==> src/hw/frs_cfg.svh <==
/*
 Timing constants of the fast role swap sequencer, as cycle counts at the core clock.
 Assumes a 250 MHz core clock and that includers guard nothing else themselves.
*/
// Behaviour
// - On the CC swap signal, we send FR_Swap within the initiation deadline.
// - Once VBUS falls below vSafe5V minimum, we supply VBUS within tSrcFRSwap; the code acts on VBUS low only in FRS_ST_TRANSIT, after Accept.
// - Our PS_RDY goes out only after our supply has started.
// - With our PS_RDY we move our CC termination from Rd to Rp.
// - Every swap message is acknowledged by GoodCRC from the receiver.
// - Power negotiation is allowed only after our final PS_RDY is sent.
`ifndef FRS_CFG_SVH
`define FRS_CFG_SVH

// ****************************************************************
// Clock and timing
// ****************************************************************
`define FRS_CLK_MHZ 250
`define FRS_T_FRSWAP_INIT_US 15
`define FRS_T_SRC_FRSWAP_US 150
`define FRS_T_ACK_US 1000
`define FRS_T_RSP_MS 30
`define FRS_FRSWAP_INIT_CYC (`FRS_T_FRSWAP_INIT_US * `FRS_CLK_MHZ)
`define FRS_SRC_FRSWAP_CYC (`FRS_T_SRC_FRSWAP_US * `FRS_CLK_MHZ)
`define FRS_ACK_CYC (`FRS_T_ACK_US * `FRS_CLK_MHZ)
`define FRS_RSP_CYC (`FRS_T_RSP_MS * 1000 * `FRS_CLK_MHZ)
`define FRS_TIMER_W 24
`define FRS_TIMER_RST 24'h0

`endif

==> src/hw/frs_pkg.sv <==
/*
 Types of the fast role swap sequencer: messages, states and state records.
 Assumes the protocol layer encodes message kinds as frs_msg_e.
*/
package frs_pkg;

   // ****************************************************************
   // Messages and states
   // ****************************************************************
   typedef enum logic [2:0] {
      FRS_MSG_NONE = 3'h0,
      FRS_MSG_FR_SWAP = 3'h1,
      FRS_MSG_ACCEPT = 3'h2,
      FRS_MSG_PS_RDY = 3'h3,
      FRS_MSG_OTHER = 3'h4
   } frs_msg_e;

   typedef enum logic [2:0] {
      FRS_ST_IDLE = 3'h0,
      FRS_ST_TX_FRSWAP = 3'h1,
      FRS_ST_WAIT_ACCEPT = 3'h2,
      FRS_ST_TRANSIT = 3'h3,
      FRS_ST_TX_PSRDY = 3'h4,
      FRS_ST_SOURCE = 3'h5
   } frs_state_e;

   // ****************************************************************
   // Records
   // ****************************************************************
   typedef struct packed {
      logic frs_detect;
      logic vbus_low;
      logic src_good;
   } frs_pins_s;

   typedef struct packed {
      frs_pins_s meta;
      frs_pins_s stable;
   } frs_sync_s;

   typedef struct packed {
      frs_state_e state;
      logic [23:0] timer;
      logic [23:0] src_timer;
      logic vbus_low_seen;
      logic src_on;
      logic psrdy_rx;
      logic tx_valid;
      frs_msg_e tx_msg;
      logic gcrc_send;
      logic vbus_src_en;
      logic cc_rp_en;
      logic role_src;
      logic negotiate_ok;
      logic swap_error;
   } frs_seq_s;

endpackage : frs_pkg

==> src/hw/frs_sync.sv <==
/*
 Two-stage synchroniser for the pin inputs of the sequencer.
 Assumes the pins are levels, stable for several core clock cycles.
*/
`timescale 1ns/1ps
`default_nettype none

module frs_sync
   import frs_pkg::*;
(
   input wire logic core_clk,
   input wire logic rst_n,
   input wire frs_pins_s pins_async,
   output frs_pins_s pins_sync
);

   frs_sync_s sync_reg;
   frs_sync_s sync_next;

   always_comb begin
      sync_next.meta = pins_async;
      sync_next.stable = sync_reg.meta;
   end

   always_ff @(posedge core_clk or negedge rst_n) begin
      if (!rst_n) begin
         sync_reg <= '0;
      end else begin
         sync_reg <= sync_next;
      end
   end

   assign pins_sync = sync_reg.stable;

endmodule : frs_sync

`default_nettype wire

==> src/hw/frs_seq.sv <==
/*
 Fast role swap sequencer for the initial sink that becomes the new source.
 Assumes a protocol layer on core_clk that sends tx_msg while tx_valid is high and
 answers tx_ack on GoodCRC or tx_nack on failure, and delivers rx_msg with rx_valid.
*/
`timescale 1ns/1ps
`default_nettype none
`include "frs_cfg.svh"

module frs_seq
   import frs_pkg::*;
#(
   parameter int unsigned FRSWAP_INIT_CYC = `FRS_FRSWAP_INIT_CYC,
   parameter int unsigned SRC_FRSWAP_CYC = `FRS_SRC_FRSWAP_CYC,
   parameter int unsigned ACK_CYC = `FRS_ACK_CYC,
   parameter int unsigned RSP_CYC = `FRS_RSP_CYC
)
(
   input wire logic core_clk,
   input wire logic rst_n,
   input wire logic frs_signal_pin,
   input wire logic vbus_low_pin,
   input wire logic src_good_pin,
   input wire logic tx_ack,
   input wire logic tx_nack,
   input wire logic rx_valid,
   input wire frs_msg_e rx_msg,
   output logic tx_valid,
   output frs_msg_e tx_msg,
   output logic gcrc_send,
   output logic vbus_src_en,
   output logic cc_rp_en,
   output logic role_src,
   output logic negotiate_ok,
   output logic swap_error,
   output frs_state_e seq_state
);

   // ****************************************************************
   // Parameter checks
   // ****************************************************************
   localparam int unsigned TMAX = (1 << `FRS_TIMER_W) - 1;

   if (FRSWAP_INIT_CYC < 2 || FRSWAP_INIT_CYC > TMAX) begin : g_bad_init
      $error("FRSWAP_INIT_CYC out of range");
   end
   if (SRC_FRSWAP_CYC < 2 || SRC_FRSWAP_CYC > TMAX) begin : g_bad_src
      $error("SRC_FRSWAP_CYC out of range");
   end
   if (ACK_CYC < 2 || ACK_CYC > TMAX) begin : g_bad_ack
      $error("ACK_CYC out of range");
   end
   if (RSP_CYC < 2 || RSP_CYC > TMAX) begin : g_bad_rsp
      $error("RSP_CYC out of range");
   end

   localparam logic [23:0] INIT_LD = 24'(FRSWAP_INIT_CYC);
   localparam logic [23:0] SRC_LD = 24'(SRC_FRSWAP_CYC);
   localparam logic [23:0] ACK_LD = 24'(ACK_CYC);
   localparam logic [23:0] RSP_LD = 24'(RSP_CYC);

   // ****************************************************************
   // Pin synchronisers
   // ****************************************************************
   frs_pins_s pins_raw;
   frs_pins_s pins;

   assign pins_raw.frs_detect = frs_signal_pin;
   assign pins_raw.vbus_low = vbus_low_pin;
   assign pins_raw.src_good = src_good_pin;

   frs_sync u_sync (
      .core_clk(core_clk),
      .rst_n(rst_n),
      .pins_async(pins_raw),
      .pins_sync(pins)
   );

   // ****************************************************************
   // Sequencer
   // ****************************************************************
   frs_seq_s seq_reg;
   frs_seq_s seq_next;
   logic err;

   always_comb begin
      seq_next = seq_reg;
      err = 1'b0;
      seq_next.gcrc_send = 1'b0;
      seq_next.swap_error = 1'b0;
      if (seq_reg.timer != `FRS_TIMER_RST) begin
         seq_next.timer = seq_reg.timer - 24'h1;
      end
      if (seq_reg.src_timer != `FRS_TIMER_RST) begin
         seq_next.src_timer = seq_reg.src_timer - 24'h1;
      end
      case (seq_reg.state)
         FRS_ST_IDLE: begin
            if (pins.frs_detect) begin
               seq_next.state = FRS_ST_TX_FRSWAP;
               seq_next.tx_valid = 1'b1;
               seq_next.tx_msg = FRS_MSG_FR_SWAP;
               seq_next.timer = INIT_LD;
            end
         end
         FRS_ST_TX_FRSWAP: begin
            if (tx_ack) begin
               seq_next.tx_valid = 1'b0;
               seq_next.tx_msg = FRS_MSG_NONE;
               seq_next.state = FRS_ST_WAIT_ACCEPT;
               seq_next.timer = RSP_LD;
            end else if (tx_nack || rx_valid || seq_reg.timer == 24'h1) begin
               err = 1'b1;
            end
         end
         FRS_ST_WAIT_ACCEPT: begin
            if (rx_valid) begin
               if (rx_msg == FRS_MSG_ACCEPT) begin
                  seq_next.gcrc_send = 1'b1;
                  seq_next.state = FRS_ST_TRANSIT;
                  seq_next.timer = RSP_LD;
               end else begin
                  err = 1'b1;
               end
            end else if (seq_reg.timer == 24'h1) begin
               err = 1'b1;
            end
         end
         FRS_ST_TRANSIT: begin
            if (pins.vbus_low && !seq_reg.vbus_low_seen) begin
               seq_next.vbus_low_seen = 1'b1;
               seq_next.vbus_src_en = 1'b1;
               seq_next.role_src = 1'b1;
               seq_next.src_timer = SRC_LD;
            end
            if (seq_reg.vbus_src_en && !seq_reg.src_on) begin
               if (pins.src_good) begin
                  seq_next.src_on = 1'b1;
               end else if (seq_reg.src_timer == 24'h1) begin
                  err = 1'b1;
               end
            end
            if (rx_valid) begin
               if (rx_msg == FRS_MSG_PS_RDY && !seq_reg.psrdy_rx) begin
                  seq_next.psrdy_rx = 1'b1;
                  seq_next.gcrc_send = 1'b1;
               end else begin
                  err = 1'b1;
               end
            end else if (!seq_reg.psrdy_rx && seq_reg.timer == 24'h1) begin
               err = 1'b1;
            end
            if (seq_reg.src_on && seq_reg.psrdy_rx) begin
               seq_next.state = FRS_ST_TX_PSRDY;
               seq_next.tx_valid = 1'b1;
               seq_next.tx_msg = FRS_MSG_PS_RDY;
               seq_next.cc_rp_en = 1'b1;
               seq_next.timer = ACK_LD;
            end
         end
         FRS_ST_TX_PSRDY: begin
            if (tx_ack) begin
               seq_next.tx_valid = 1'b0;
               seq_next.tx_msg = FRS_MSG_NONE;
               seq_next.negotiate_ok = 1'b1;
               seq_next.state = FRS_ST_SOURCE;
            end else if (tx_nack || rx_valid || seq_reg.timer == 24'h1) begin
               err = 1'b1;
            end
         end
         FRS_ST_SOURCE: begin
            seq_next.timer = `FRS_TIMER_RST;
         end
         default: begin
            err = 1'b1;
         end
      endcase
      if (err) begin
         seq_next = '0;
         seq_next.swap_error = 1'b1;
      end
   end

   always_ff @(posedge core_clk or negedge rst_n) begin
      if (!rst_n) begin
         seq_reg <= '0;
      end else begin
         seq_reg <= seq_next;
      end
   end

   assign tx_valid = seq_reg.tx_valid;
   assign tx_msg = seq_reg.tx_msg;
   assign gcrc_send = seq_reg.gcrc_send;
   assign vbus_src_en = seq_reg.vbus_src_en;
   assign cc_rp_en = seq_reg.cc_rp_en;
   assign role_src = seq_reg.role_src;
   assign negotiate_ok = seq_reg.negotiate_ok;
   assign swap_error = seq_reg.swap_error;
   assign seq_state = seq_reg.state;

   // ****************************************************************
   // Assertions
   // ****************************************************************
   a_frswap_on_detect: assert property (@(posedge core_clk) disable iff (!rst_n)
      (seq_reg.state == FRS_ST_IDLE && pins.frs_detect)
      |=> (tx_valid && tx_msg == FRS_MSG_FR_SWAP))
      else $error("FR_Swap not sent after swap signal");

   a_src_after_low: assert property (@(posedge core_clk) disable iff (!rst_n)
      (seq_reg.state == FRS_ST_TRANSIT && pins.vbus_low && !seq_reg.vbus_low_seen
       && !err)
      |=> (vbus_src_en && role_src))
      else $error("Supply not enabled after VBUS low");

   a_src_deadline: assert property (@(posedge core_clk) disable iff (!rst_n)
      (seq_reg.state == FRS_ST_TRANSIT && vbus_src_en && !seq_reg.src_on
       && seq_reg.src_timer == 24'h1 && !pins.src_good)
      |=> (seq_state == FRS_ST_IDLE && swap_error && !vbus_src_en))
      else $error("Supply deadline miss not handled");

   a_psrdy_needs_src: assert property (@(posedge core_clk) disable iff (!rst_n)
      (tx_valid && tx_msg == FRS_MSG_PS_RDY)
      |-> (vbus_src_en && seq_reg.src_on && seq_reg.psrdy_rx))
      else $error("PS_RDY sent before supply started");

   a_rp_with_psrdy: assert property (@(posedge core_clk) disable iff (!rst_n)
      $rose(tx_valid && tx_msg == FRS_MSG_PS_RDY) |-> (cc_rp_en && !$past(cc_rp_en)))
      else $error("Rp not applied with PS_RDY");

   a_goodcrc_reply: assert property (@(posedge core_clk) disable iff (!rst_n)
      (rx_valid && ((seq_reg.state == FRS_ST_WAIT_ACCEPT && rx_msg == FRS_MSG_ACCEPT)
       || (seq_reg.state == FRS_ST_TRANSIT && rx_msg == FRS_MSG_PS_RDY
       && !seq_reg.psrdy_rx)) && !err)
      |=> gcrc_send ##1 !gcrc_send)
      else $error("GoodCRC request missing");

   a_negotiate_late: assert property (@(posedge core_clk) disable iff (!rst_n)
      $rose(negotiate_ok)
      |-> ($past(tx_ack) && $past(seq_reg.state) == FRS_ST_TX_PSRDY && cc_rp_en))
      else $error("Negotiation allowed before final PS_RDY");

   a_nack_to_idle: assert property (@(posedge core_clk) disable iff (!rst_n)
      (tx_valid && tx_nack && !tx_ack)
      |=> (seq_state == FRS_ST_IDLE && swap_error ##1 !swap_error))
      else $error("Missing ack did not return to idle");

   a_stray_msg: assert property (@(posedge core_clk) disable iff (!rst_n)
      (seq_reg.state == FRS_ST_WAIT_ACCEPT && rx_valid && rx_msg != FRS_MSG_ACCEPT)
      |=> (seq_state == FRS_ST_IDLE && !tx_valid && !cc_rp_en))
      else $error("Unexpected message not treated as error");

endmodule : frs_seq

`default_nettype wire

==> config.mk <==
export PLATFORM = sky130hd
export DESIGN_NAME = frs_seq
export DESIGN_NICKNAME = d
export VERILOG_FILES = /design/src/hw/frs_pkg.sv /design/src/hw/frs_sync.sv /design/src/hw/frs_seq.sv
export VERILOG_INCLUDE_DIRS = /design/src /design/src/hw
export SDC_FILE = /design/constraint.sdc
export NUM_CORES = 1
export LEC_CHECK = 0
export ABC_AREA = 0
export BUFFER_PORTS_ARGS = -buffer_cell sky130_fd_sc_hd__clkbuf_2
export CORE_ASPECT_RATIO = 0.6
export CORE_MARGIN = 3
export CORE_UTILIZATION = 55
export DETAILED_ROUTE_END_ITERATION = 16
export GPL_ROUTABILITY_DRIVEN = 0
export PLACE_DENSITY = 0.73
export SYNTH_ARGS = -nofsm -noshare
export SYNTH_HDL_FRONTEND = slang
export SYNTH_SLANG_ARGS = --single-unit
==> constraint.sdc <==
create_clock -name core_clk -period 7.35 [get_ports core_clk]
set_clock_uncertainty 0.2 [all_clocks]
set_input_delay 0.735 -clock core_clk [delete_from_list [all_inputs] [get_ports core_clk]]
set_output_delay 0.735 -clock core_clk [all_outputs]
set_load 0.05 [all_outputs]
==> flow_summary_export.csv <==
group,metric,value,unit
route,wl_met1,5.08,mm
floorplan,die_h,72.8,µm
setup_path,end_kind,"flip-flop",
timing,hold_viol_final,0,
run,maxCapViolations,0,
synthesis,async_flop_share,100,%
route,routed.top_layer,"met4",
clocking,cts_root_buffer,"clkbuf_16",
setup_path,arrival,3470,ps
pwr,p_switching,0.000854,W
route,wl_per_cell,18.9,µm
grt,track_usage,25.5,%
timing,grt_setup_unrepaired,"false",
final_layout,insertedDiodeCount,0,
final_layout,final_nets,453,
setup_path,required,7310,ps
route,route.met2.wl,4.03,mm
synthesis,syn_nets,452,
final_layout,largest_register_ffs,51,
final_layout,area_growth,9.88,%
synthesis,avgSynthCellArea,9.41,µm²
synthesis,synth_top_family_by_area,"simple AND/OR/NAND/NOR gates",
synthesis,yosys.area_share.simple,26.4,%
pwr,seqPwrFrac,31.4,%
pwr,p_clk_share,25.1,%
route,viasPerCell,6.65,
placed_design,portBuffers,22,
placed_design,hpwl,6.90,mm
synthesis,ys_seq_elements,67,
pwr,comb_power_share,43.5,%
setup_path,crit_path_end,"seq_reg[54]$_DFF_PN0_",
setup_path,rr_endpoint,"seq_reg[54]$_DFF_PN0_",
synthesis,synthXorXnorAreaFrac,6.64,%
synthesis,yosysUniqueCellTypes,61,
route,dr.pass1.iters,5,
timing,hold_ws,153,ps
clocking,cts_resized,0,
route,dr_total_vias,3600,
route,wl,10.2,mm
clocking,htreeDepth,3,
grt,antenna_found_initial,0,
final_layout,drive_gt1_share,12.5,%
synthesis,synth_top_area_cell,"dfrtp_1",
pwr,p_leak,1.78,nW
route,drtIter0Drc,309,
grt,grt_max_degree,68,
timing,setup_viol,0,
clocking,cts_buffers,9,
synthesis,synth_area,0.00409,mm²
synthesis,synthTopCellsByArea,"dfrtp_1 (41%), nor3_1 (5.3%), xor2_1 (4.5%)",
synthesis,synth_compound_area_share,17.1,%
route,wl_met3,924,µm
timing,timing.final.crit_share,47.7,%
timing,fin_setup_tns,0,ps
clocking,cts_setup_buffers,0,
floorplan,row_count,23,
setup_path,cp_max_fo,44,
synthesis,synth_top_area_share,41.0,%
outcome,status,"finished clean",
timing,period_minus_slack,3510,ps
floorplan,start_util,59.0,%
synthesis,synthCells,435,
setup_path,crit_start,"seq_reg[20]$_DFF_PN0_",
grt,grt_pass1_vias,3328,
synthesis,synth_ff_type,"dfrtp_1",
synthesis,yosys.area_share.adder,1.83,%
timing,worst_pin_slew,1430,ps
pwr,intPower,0.00112,W
setup_path,critical_path_class,"reg -> reg",
clocking,clock_latency,340,ps
setup_path,reg2reg_depth,6,
pwr,powerDensity,439,mW/mm²
synthesis,ys_warn_count,0,
grt,grt_pass1_wl,17.2,mm
synthesis,ys_seq_area_share,41.0,%
floorplan,fp.dieArea,0.00854,mm²
route,drc,0,
floorplan,pin_count,24,
timing,max_freq,285,MHz
clocking,path_clk_slew,60,ps
timing,maxSlewHeadroom,4.56,%
pwr,ir_drop,281,µV
floorplan,core_area,0.00694,mm²
clocking,ctsHoldBuffers,0,
floorplan,die_x,117,µm
setup_path,cp-start-kind,"flip-flop",
synthesis,synth_edf_count,0,
setup_path,worst-r2r-setup-slack,3840,ps
clocking,clk_path_buf_depth,2,
min_path,hold_class,"reg -> reg",
final_layout,fillers,550,
clocking,cts.sinks,67,
clocking,cts_tree,"yes",
route,drtAntennaViolNets,0,
grt,overflow,0,
timing,maxSlewViolCount,0,
setup_path,rr_startpoint,"seq_reg[20]$_DFF_PN0_",
pwr,p_sw_share,43.3,%
synthesis,synthMuxAreaShare,1.25,%
[how the worst min path moves through the flow]
stage / start / end / slack (ps) / cells after the start
after CTS: u_sync.sync_next[2]$_DFF_PN0_ / u_sync.pins_sync[2]$_DFF_PN0_ / 160 / 0
after global routing: u_sync.sync_next[2]$_DFF_PN0_ / u_sync.pins_sync[2]$_DFF_PN0_ / 160 / 0
after floorplan: u_sync.sync_next[0]$_DFF_PN0_ / u_sync.pins_sync[0]$_DFF_PN0_ / 130 / 0
after global placement: u_sync.sync_next[2]$_DFF_PN0_ / u_sync.pins_sync[2]$_DFF_PN0_ / 130 / 0
final: u_sync.sync_next[2]$_DFF_PN0_ / u_sync.pins_sync[2]$_DFF_PN0_ / 150 / 0
after detailed placement: u_sync.sync_next[2]$_DFF_PN0_ / u_sync.pins_sync[2]$_DFF_PN0_ / 140 / 0
[layout make-up]
type                            instances  area, µm²  area share, %
Multi-Input combinational cell        324       2180           48.5
Sequential cell                        67       1680           37.3
Clock buffer                            9        225           5.01
Timing Repair Buffer                   27        148           3.28
Tap cell                              100        125           2.78
Clock inverter                          7        116           2.59
Inverter                                7       26.3          0.584
[kinds of logic after synthesis]
logic type / Yosys count
AO/OA/AOI/OAI: 98
XOR/XNOR: 31
multiplexers: 5
adder cells (fa/ha/maj): 6
AND/OR/NAND/NOR: 183
other: 1
flip-flops: 67
buffers and inverters: 44
[Yosys cell counts (7+ instances only)]
master and number:
a21oi_1 13, nand4_1 13, nor4_1 23, clkbuf_1 18
a211oi_1 23, a311oi_1 8, or3_1 9, xnor2_1 10
buf_4 9, or4_1 7, nor3_1 43, dfrtp_1 67
nor2_1 29, xor2_1 21, inv_1 7, o211ai_1 9
o21ai_0 16, nand3_1 9, nand2_1 9
[cell usage in the layout, fill, tap and decap left out, types with 8 or more instances in the layout]
cell type	count
o211ai_1	9
a21oi_1	13
nand3_1	9
a311oi_1	8
o21ai_0	16
clkbuf_16	9
xor2_1	21
nand4_1	13
clkbuf_2	21
a211oi_1	23
or3_1	9
dfrtp_1	67
nor2_1	29
nor3_1	43
nor4_1	23
nand2_1	9
xnor2_1	10
[worst max-delay path, cell delays in order, from the launching register on]
cell and delay [ps]:
dfrtp_1 400, or4_1 740, nor4_4 590, nand4_1 240, a31oi_4 500, buf_4 530, a311oi_1 120
[metal layers]
| layer | track usage, % | vias up |
|---|---|---|
| li1 | - | 1666 |
| met1 | 37.4 | 1742 |
| met2 | 35.0 | 171 |
| met3 | 8.75 | 21 |
| met4 | 8.97 | 0 |
| met5 | 0 | - |
[stage by stage]
stage | setup WS, ps | utilization (%) | instances | total power, W | area, µm²
3_3_place_gp | 4010 | 59.9 | 525 | 0.00143 | 4150
6_report | 3840 | 64.8 | 541 | 0.00197 | 4500
4_1_cts | 3870 | 64.8 | 541 | 0.00196 | 4500
2_1_floorplan | 4800 | - | 435 | 0.00128 | 4090
5_1_grt | 3690 | 64.8 | 541 | 0.00211 | 4500
3_5_place_dp | 3870 | 59.9 | 525 | 0.00145 | 4150
[power by group through the flow]
stage | combinational [W] | clock [W] | sequential [W]
global placement | 0.000817 | 0 | 0.000614
global route | 0.000953 | 0.000519 | 0.000637
floorplan | 0.000686 | 0 | 0.000591
CTS | 0.000845 | 0.000500 | 0.000614
detailed placement | 0.000836 | 0 | 0.000619
finish | 0.000858 | 0.000496 | 0.000619
Note: power is estimated with default switching activity, not from simulation.
